$ cat src/island_image_pkg.sv
package island_image_pkg;
	localparam int ADDR_W          = 16;
	localparam int DATA_W          = 16;
	localparam int BASE_CHANNELS   = 12;
	localparam int BASE_IN_REG     = 0;
	localparam int FIRST_EXP_IN    = 1;
	localparam int LAST_IN_REG     = 32;
	localparam int BASE_OUT_REG    = 100;
	localparam int FIRST_EXP_OUT   = 101;
	localparam int LAST_OUT_REG    = 128;
	localparam int EXP_IN_MAX      = LAST_IN_REG - FIRST_EXP_IN + 1;
	localparam int EXP_OUT_MAX     = LAST_OUT_REG - FIRST_EXP_OUT + 1;
	localparam int IN_CNT_W        = 6;
	localparam int OUT_CNT_W       = 5;
	localparam logic [DATA_W-1:0] OUT_RESET = 16'h0000;
	localparam int SYNC_W = BASE_CHANNELS + EXP_IN_MAX * DATA_W + IN_CNT_W + OUT_CNT_W;
endpackage

$ cat src/sync_if.sv
`timescale 1ns/1ns
interface sync_if #(parameter int WIDTH = 1);
	logic [WIDTH-1:0] raw;
	logic [WIDTH-1:0] safe;
	modport sink (input raw, output safe);
	modport user (output raw, input safe);
endinterface

$ cat src/pin_sync.sv
`timescale 1ns/1ns
module pin_sync #(
	parameter int WIDTH = 1
) (
	input  wire logic i_clock,
	input  wire logic i_sys_rst,
	sync_if.sink      port
);
	typedef struct packed {
		logic [WIDTH-1:0] meta;
		logic [WIDTH-1:0] held;
	} sync_state_t;

	sync_state_t s_q;
	sync_state_t s_d;

	always_comb begin
		s_d.meta = port.raw;
		s_d.held = s_q.meta;
	end

	always_ff @(posedge i_clock) begin
		if (i_sys_rst) begin
			s_q <= '0;
		end else begin
			s_q <= s_d;
		end
	end

	assign port.safe = s_q.held;
endmodule

$ cat src/island_io_image_registers.sv
`timescale 1ns/1ns
module island_io_image_registers (
	input  wire logic                                    i_clock,
	input  wire logic                                    i_sys_rst,
	input  wire logic                                    i_req,
	input  wire logic                                    i_write,
	input  wire logic [island_image_pkg::ADDR_W-1:0]     i_addr,
	input  wire logic [island_image_pkg::DATA_W-1:0]     i_wdata,
	output logic                                         o_ack,
	output logic                                         o_err,
	output logic      [island_image_pkg::DATA_W-1:0]     o_rdata,
	input  wire logic [island_image_pkg::BASE_CHANNELS-1:0] i_base_inputs,
	input  wire logic [island_image_pkg::EXP_IN_MAX*island_image_pkg::DATA_W-1:0] i_exp_inputs,
	input  wire logic [island_image_pkg::IN_CNT_W-1:0]   i_exp_in_count,
	input  wire logic [island_image_pkg::OUT_CNT_W-1:0]  i_exp_out_count,
	output logic      [island_image_pkg::BASE_CHANNELS-1:0] o_base_outputs,
	output logic [island_image_pkg::EXP_OUT_MAX*island_image_pkg::DATA_W-1:0] o_exp_outputs
);
	import island_image_pkg::*;

	// slot index widths of the two expansion zones
	localparam int IN_SLOT_W  = $clog2(EXP_IN_MAX);
	localparam int OUT_SLOT_W = $clog2(EXP_OUT_MAX);

	typedef struct packed {
		logic [DATA_W-1:0]                  base_out;
		logic [EXP_OUT_MAX-1:0][DATA_W-1:0] exp_out;
		logic [DATA_W-1:0]                  rdata;
		logic                               ack;
		logic                               err;
		logic [IN_CNT_W-1:0]                in_cnt_prev;
		logic [IN_CNT_W-1:0]                in_cnt_ok;
		logic [OUT_CNT_W-1:0]               out_cnt_prev;
		logic [OUT_CNT_W-1:0]               out_cnt_ok;
	} image_state_t;

	image_state_t                      s_q;
	image_state_t                      s_d;
	logic [BASE_CHANNELS-1:0]          base_in;
	logic [EXP_IN_MAX-1:0][DATA_W-1:0] exp_in;
	logic [IN_CNT_W-1:0]               in_cnt;
	logic [OUT_CNT_W-1:0]              out_cnt;

	// request decode and presence
	logic                              hit_base_in;
	logic                              hit_exp_in;
	logic                              hit_base_out;
	logic                              hit_exp_out;
	logic                              hit_any;
	logic [IN_SLOT_W-1:0]              in_slot;
	logic [OUT_SLOT_W-1:0]             out_slot;
	logic [EXP_IN_MAX-1:0]             in_mask;
	logic [EXP_OUT_MAX-1:0]            out_mask;
	logic [EXP_IN_MAX-1:0]             in_sel;
	logic [EXP_OUT_MAX-1:0]            out_sel;
	logic                              in_present;
	logic                              out_present;
	logic                              in_cnt_same;
	logic                              out_cnt_same;
	logic                              bad_write;
	logic                              bad_in;
	logic                              bad_out;
	logic                              bad_addr;
	logic                              refuse;
	logic                              rd_ok;
	logic                              wr_base;
	logic [EXP_OUT_MAX-1:0]            wr_slot;
	logic [DATA_W-1:0]                 in_word;
	logic [DATA_W-1:0]                 out_word;
	logic [DATA_W-1:0]                 rd_word;

	sync_if #(.WIDTH(SYNC_W)) pins ();

	// island inputs and presence counts come from outside the clock domain
	assign pins.raw = {i_base_inputs, i_exp_inputs, i_exp_in_count, i_exp_out_count};
	assign {base_in, exp_in, in_cnt, out_cnt} = pins.safe;

	pin_sync #(.WIDTH(SYNC_W)) u_sync (
		.i_clock   (i_clock),
		.i_sys_rst (i_sys_rst),
		.port      (pins)
	);

	// zone decode of the requested register number
	always_comb begin
		int addr;
		int in_off;
		int out_off;
		addr         = int'(i_addr);
		in_off       = addr - FIRST_EXP_IN;
		out_off      = addr - FIRST_EXP_OUT;
		hit_base_in  = (addr == BASE_IN_REG);
		hit_exp_in   = (addr >= FIRST_EXP_IN) && (addr <= LAST_IN_REG);
		hit_base_out = (addr == BASE_OUT_REG);
		hit_exp_out  = (addr >= FIRST_EXP_OUT) && (addr <= LAST_OUT_REG);
		hit_any      = hit_base_in || hit_exp_in || hit_base_out || hit_exp_out;
		in_slot      = '0;
		out_slot     = '0;
		if (hit_exp_in) begin
			in_slot = IN_SLOT_W'(in_off);
		end
		if (hit_exp_out) begin
			out_slot = OUT_SLOT_W'(out_off);
		end
	end

	// a count is taken once two successive samples agree, so a count caught
	// mid-change never opens a slot that is not fitted
	always_comb begin
		in_cnt_same  = (in_cnt == s_q.in_cnt_prev);
		out_cnt_same = (out_cnt == s_q.out_cnt_prev);
	end

	// slots are packed left to right by the island, so the first count slots
	// are the modules actually fitted
	for (genvar k = 0; k < EXP_IN_MAX; k++) begin : g_in_slot
		assign in_mask[k] = (int'(s_q.in_cnt_ok) > k);
		assign in_sel[k]  = hit_exp_in && (int'(in_slot) == k);
	end

	// output slots: presence, selection and the per-slot write strobe
	for (genvar k = 0; k < EXP_OUT_MAX; k++) begin : g_out_slot
		assign out_mask[k] = (int'(s_q.out_cnt_ok) > k);
		assign out_sel[k]  = hit_exp_out && (int'(out_slot) == k);
		assign wr_slot[k]  = i_req && i_write && out_sel[k] && out_mask[k];
	end

	// refusal reasons; any of them leaves the output image and the read data untouched
	always_comb begin
		in_present  = |(in_sel & in_mask);
		out_present = |(out_sel & out_mask);
		bad_write   = i_write && (hit_base_in || hit_exp_in);
		bad_in      = hit_exp_in && !in_present;
		bad_out     = hit_exp_out && !out_present;
		bad_addr    = !hit_any;
		refuse      = i_req && (bad_write || bad_in || bad_out || bad_addr);
		rd_ok       = i_req && !i_write && !refuse;
		wr_base     = i_req && i_write && hit_base_out;
	end

	// one-hot and-or selection keeps the wide slot muxes shallow
	always_comb begin
		in_word = '0;
		for (int k = 0; k < EXP_IN_MAX; k++) begin
			if (in_sel[k]) begin
				in_word = in_word | exp_in[k];
			end
		end
	end

	always_comb begin
		out_word = '0;
		for (int k = 0; k < EXP_OUT_MAX; k++) begin
			if (out_sel[k]) begin
				out_word = out_word | s_q.exp_out[k];
			end
		end
	end

	// read data of the addressed zone; the register holds when nothing readable is hit
	always_comb begin
		rd_word = s_q.rdata;
		if (hit_base_in) begin
			rd_word = {{(DATA_W-BASE_CHANNELS){1'b0}}, base_in};
		end else if (hit_exp_in) begin
			rd_word = in_word;
		end else if (hit_base_out) begin
			rd_word = s_q.base_out;
		end else if (hit_exp_out) begin
			rd_word = out_word;
		end
	end

	// every request is answered one cycle later, refused ones with the error flag too
	always_comb begin
		s_d              = s_q;
		s_d.ack          = i_req;
		s_d.err          = refuse;
		s_d.in_cnt_prev  = in_cnt;
		s_d.out_cnt_prev = out_cnt;
		if (in_cnt_same) begin
			s_d.in_cnt_ok = in_cnt;
		end
		if (out_cnt_same) begin
			s_d.out_cnt_ok = out_cnt;
		end
		if (rd_ok) begin
			s_d.rdata = rd_word;
		end
		if (wr_base) begin
			s_d.base_out = {{(DATA_W-BASE_CHANNELS){1'b0}},
				i_wdata[BASE_CHANNELS-1:0]};
		end
		for (int k = 0; k < EXP_OUT_MAX; k++) begin
			if (wr_slot[k]) begin
				s_d.exp_out[k] = i_wdata;
			end
		end
	end

	always_ff @(posedge i_clock) begin
		if (i_sys_rst) begin
			s_q.base_out <= OUT_RESET;
			s_q.exp_out  <= {EXP_OUT_MAX{OUT_RESET}};
			s_q.rdata    <= '0;
			s_q.ack      <= 1'b0;
			s_q.err      <= 1'b0;
			// counts restart empty so no slot opens before the pins have settled
			s_q.in_cnt_prev  <= '0;
			s_q.in_cnt_ok    <= '0;
			s_q.out_cnt_prev <= '0;
			s_q.out_cnt_ok   <= '0;
		end else begin
			s_q <= s_d;
		end
	end

	assign o_ack          = s_q.ack;
	assign o_err          = s_q.err;
	assign o_rdata        = s_q.rdata;
	assign o_base_outputs = s_q.base_out[BASE_CHANNELS-1:0];
	assign o_exp_outputs  = s_q.exp_out;
endmodule

$ cat config.mk
export PLATFORM = sky130hd
export DESIGN_NAME = island_io_image_registers
export DESIGN_NICKNAME = d
export VERILOG_FILES = /design/src/island_image_pkg.sv /design/src/sync_if.sv /design/src/pin_sync.sv /design/src/island_io_image_registers.sv
export SDC_FILE = /design/constraint.sdc
export NUM_CORES = 2
export LEC_CHECK = 0
export BUFFER_PORTS_ARGS = -buffer_cell sky130_fd_sc_hd__buf_2
export CORE_MARGIN = 4
export CORE_UTILIZATION = 35
export CTS_CLUSTER_SIZE = 24
export DETAILED_ROUTE_END_ITERATION = 8
export PLACE_DENSITY_LB_ADDON = 0.05
export SYNTH_ARGS = -nofsm -noshare
export SYNTH_HDL_FRONTEND = slang
export SYNTH_HIERARCHICAL = 1
export SYNTH_SLANG_ARGS = --single-unit
$ cat constraint.sdc
create_clock -name i_clock -period 4.3 [get_ports i_clock]
set_input_delay 0 -clock i_clock [delete_from_list [all_inputs] [get_ports i_clock]]
set_output_delay 0 -clock i_clock [all_outputs]
set_load 0.005 [all_outputs]
==> impl.org <==
** Synthesis
- For this run, the register share of the synthesized area comes to 0.520.
- Sorting the synthesized cells by area gives the leading types as sky130_fd_sc_hd__dfxtp_1 (52%), sky130_fd_sc_hd__nor2b_1 (7.2%), sky130_fd_sc_hd__buf_4 (6.1%), sky130_fd_sc_hd__and2b_1 (5.0%), sky130_fd_sc_hd__nand2_1 (4.8%).
- Synthesized net count :: 6,813
- Most instantiated library cell after synthesis :: sky130_fd_sc_hd__dfxtp_1
- Summing every instance area after synthesis gives 60,400 µm².
- The cell count after synthesis came out at 6,240.
- #FFs+latches synth :: 1,570
- During synthesis, Yosys emitted a total of 6 warnings.
- Cell accounting for the most synthesized area :: sky130_fd_sc_hd__dfxtp_1
- Share of the synthesized area in the top cell type :: 0.520
- The most used flip-flop cell after synthesis is sky130_fd_sc_hd__dfxtp_1.
- Yosys mapped a number of flops with a built-in enable equal to 0.
- Unique masters post-synth :: 107
- Dividing the synthesized area by the synthesized cell count gives 9.69 µm².
- Sorting the synthesized cells by how often they occur yields sky130_fd_sc_hd__dfxtp_1 (1,570), sky130_fd_sc_hd__nand2_1 (765), sky130_fd_sc_hd__nor2b_1 (691).
- Async set-or-reset flop fraction in the synthesized netlist :: 0

** Power and ir drop
- The share of total power dissipated in sequential elements is 0.466.
- The internal portion of the total power is 24.9 mW.
- Pwr/cell area :: 399 nW/µm²
- Part of the total power dissipated in the clock network :: 0.450
- Of the total power, the share spent switching nets is 0.244.
- Across the VDD grid, the largest voltage drop is 0.374 mV.
- Summed over all nets, the switching power comes to 8.01 mW.
- Leakage Power :: 34.9 nW
- Comb pwr share :: 0.084

** Global route
- Maximum number of pins on one net before global-route repair :: 199
- Layer carrying the most global-route usage :: met2
- For met1 alone, demand over resource in global routing was 0.406.
- The total overflow left after global routing is 0.
- Global-route wire length before repair :: 463,000 µm
- For met2 alone, demand over resource in global routing was 0.645.
- Number of antenna violations at the first check in global routing :: 20
- Via count of the first global-routing pass :: 55,400
- Across every metal layer, demand over resource in global routing totals 0.370.
- For this run, global-route usage on met3 was measured as 0.0605.

** Worst setup path
- CP startpoint kind :: flop
- Data on the critical path is required at its endpoint by 4980 ps.
- The worst setup path is of the reg -> reg kind.
- The critical path contains buffers and inverters numbering 2 combined.
- On the critical path, the stage with the largest delay is an instance of sky130_fd_sc_hd__a211oi_1.
- Among the stages of the critical path, the cell type that occurs most often is sky130_fd_sc_hd__buf_4.
- Maximum cell stage delay along the critical path :: 1190 ps
- The critical path goes through buf_4 -> a31oi_1 -> a211oi_1 -> buf_4 -> a221o_1 -> nand2_1 -> o211ai_2 -> a31oi_4 -> o2bb2ai_1.
- For the worst setup path, the data arrival time is 4560 ps.
- STA classifies the critical path endpoint as a flop.
- Among cell families on the critical path, the largest total delay comes from compound AO/OA/AOI/OAI gates.
- Along the worst path, the maximum fanout reaches 16.

** Clock tree
- CTS H-Tree Depth :: 4
- CTS tree :: built
- In this run, CTS created clock tree buffers numbering 170.
- The cell sitting at the root of the clock tree is a sky130_fd_sc_hd__clkbuf_16.
- Cells resized by post-CTS repair :: 0
- Maximum buffer depth of the clock tree :: 3
- Post-CTS clock slew at the launch and capture registers of the worst setup and hold paths :: 60 ps
- For this design, the sink count on the clock tree is 1,570.
- Worst skew pair latency :: 830 ps

** Routing
- In the routed layout, each cell is associated on average with a via count of 5.25.
- Total wire length :: 344,000 µm
- Antenna Nets Post-Route :: 0
- Pre-Repair DR Iteration Count :: 9
- Via count :: 54,600
- In the routed design, unresolved DRC markers number 0.
- Wire length per cell :: 33.1 µm
- After the first detailed-routing iteration, the DRC count stood at 5,305.

** Final layout
- Layout cells sized above 1 :: 0.224
- Area Overhead vs Synth :: 36.4%
- Area of all placed cells without fillers :: 82,400 µm²
- Finished Layout Cells :: 10,400
- Fin nets :: 8,516
- The filler cells instantiated in the layout total 16,100.

** STA
- Max_slew headroom :: 0.0400
- Of the available clock period, the critical path in the final layout requires 0.904.
- Shortest period the worst path allows :: 3890 ps
- Final number of hold-violating endpoints :: 0
- PnR worst setup slack :: 412 ps
- Final sum of negative setup slack :: 0 ps
- Setup violations remaining at the end of the flow were counted as 0.
- Clock Skews :: 34.6 ps
- Slew at the pin closest to its max-slew limit :: 1430 ps
- Total count of max-transition violations in the final report :: 0
- Fmax :: 0.257 GHz
- RSZ-0062 raised after global routing :: no

** Status
- The run finished with clean final reports.

** Placement
- Cells after DPL :: 9,056
- Once placement finished, the instance area stood at 66,500 µm².
- Port buffering added 1,048 buffers.
- Half-perimeter wire length after placement :: 263,000 µm
- At the end of routability-driven placement, the weighted congestion stood at 1.07.
- Worst-case setup slack after placement :: 0.0875 ps

** Floorplan
- Die outline area :: 179,000 µm²
- The die is 424 µm wide.
- I/O pin count :: 1,049
- CORE AREA :: 172,000 µm²
- Measured along the y axis, the die boundary spans 424 µm.
- The initial utilization of the core area, before any placement, comes to 0.352.
- Number of rows created at floorplan :: 152

** Hold path
- Path type of the worst min-delay path :: in -> reg

** Job
- Max Cap Violations :: 0
[timing repair]
action | CTS | global route
buffers inserted | 0 | 0
endpoints found under the hold margin | 1067 | 0
hold buffers | 1025 | 0
endpoints found under the setup margin | 0 | 0
[worst min-delay path: stages]
cell	delay, ps
sky130_fd_sc_hd__dlygate4sd3_1	540
sky130_fd_sc_hd__buf_2	120
sky130_fd_sc_hd__nor2b_1	140
[path summary, 6_finish.rpt]
kind	to	from	slack, ps	depth (start not counted)
worst max register to register	o_rdata[9]$_SDFFE_PP0P_	s_q[2]$_SDFFE_PP0N_	410	9
worst min register to register	u_sync/port.safe[288]$_SDFF_PP0_	u_sync/s_d[288]$_SDFF_PP0_	420	1
worst min-delay path	u_sync/s_d[323]$_SDFF_PP0_	i_exp_inputs[312]	30	3
worst max-delay path	o_rdata[9]$_SDFFE_PP0P_	s_q[2]$_SDFFE_PP0N_	410	9
[cells by family after synthesis]
| family | after synthesis | synth area share |
|---|---|---|
| buffers and inverters | 931 | 0.0954 |
| XOR/XNOR | 21 | 0.00329 |
| AO/OA/AOI/OAI | 1005 | 0.118 |
| multiplexers | 189 | 0.0315 |
| adder cells (fa/ha/maj) | 3 | 0.000600 |
| flip-flops | 1570 | 0.520 |
| AND/OR/NAND/NOR | 2521 | 0.231 |
[metrics by stage]
step	utilization	power, mW	hold slack (ps)
2_1_floorplan	-	16.4	125
3_3_place_gp	0.387	17.6	207
3_5_place_dp	0.387	17.6	207
4_1_cts	0.480	33.0	0.734
5_1_grt	0.480	33.8	9.13
6_report	0.480	32.9	33.7
[power by group through the flow]
stage | registers (mW) | clock network, mW | logic [mW]
after floorplan | 15.4 | 0 | 0.973
after global placement | 15.7 | 0 | 1.95
after detailed placement | 15.7 | 0 | 1.96
after CTS | 15.3 | 15.0 | 2.67
after global routing | 15.3 | 15.6 | 2.86
final | 15.3 | 14.8 | 2.75
[sequential cells by signal, summed over array words and instances (netlist names)]
register	count
o_rdata	16
o_base_outputs	12
o_err	1
s_q	22
u_sync/port.safe	535
o_exp_outputs	448
o_ack	1
u_sync/s_d	535
[layout make-up]
cell class	instances	area, µm²	share of cell area
multi-input cells	3739	23600	0.287
repair buffers	2449	18700	0.227
flip-flops and latches	1570	31400	0.381
diodes	9	22.5	0.000273
inverters	13	48.8	0.000592
clock buffers	241	4880	0.0592
clock inverters	65	793	0.00962
well taps	2310	2890	0.0351
[cell usage in the layout (no fill, tap or decap), drive strengths merged, types with 10 or more instances in the layout]
cell type    instances
clkbuf             241
o211ai              19
nor4                58
dlygate4sd3       1025
a32oi               28
and4                12
xor2                10
a31oi               13
dfxtp             1570
nand2b              16
xnor2               11
nor2b              691
buf               1424
nand4               59
and3                33
a211oi              11
a222oi              42
a22oi              163
clkinv              45
nand3               87
o2bb2ai             24
nor3                74
or2                 15
a22o                76
a21oi              368
a221o               18
or3                 11
and2                17
o22ai               17
nor2               240
o21ai               44
o2111ai             12
nand2              765
inv                 19
and2b              400
mux2i              181
a2111oi             25
a221oi              59
[routing by layer]
layer  wire length (µm)  vias to the layer above  part of all wire
met5                 30                        -          0.000087
met4              30600                        4             0.089
met3              19400                      885             0.056
met2             168000                     2605              0.49
met1             126000                    27000              0.37
li1                   -                    24100                 -
Power figures use the tool's default switching activity.
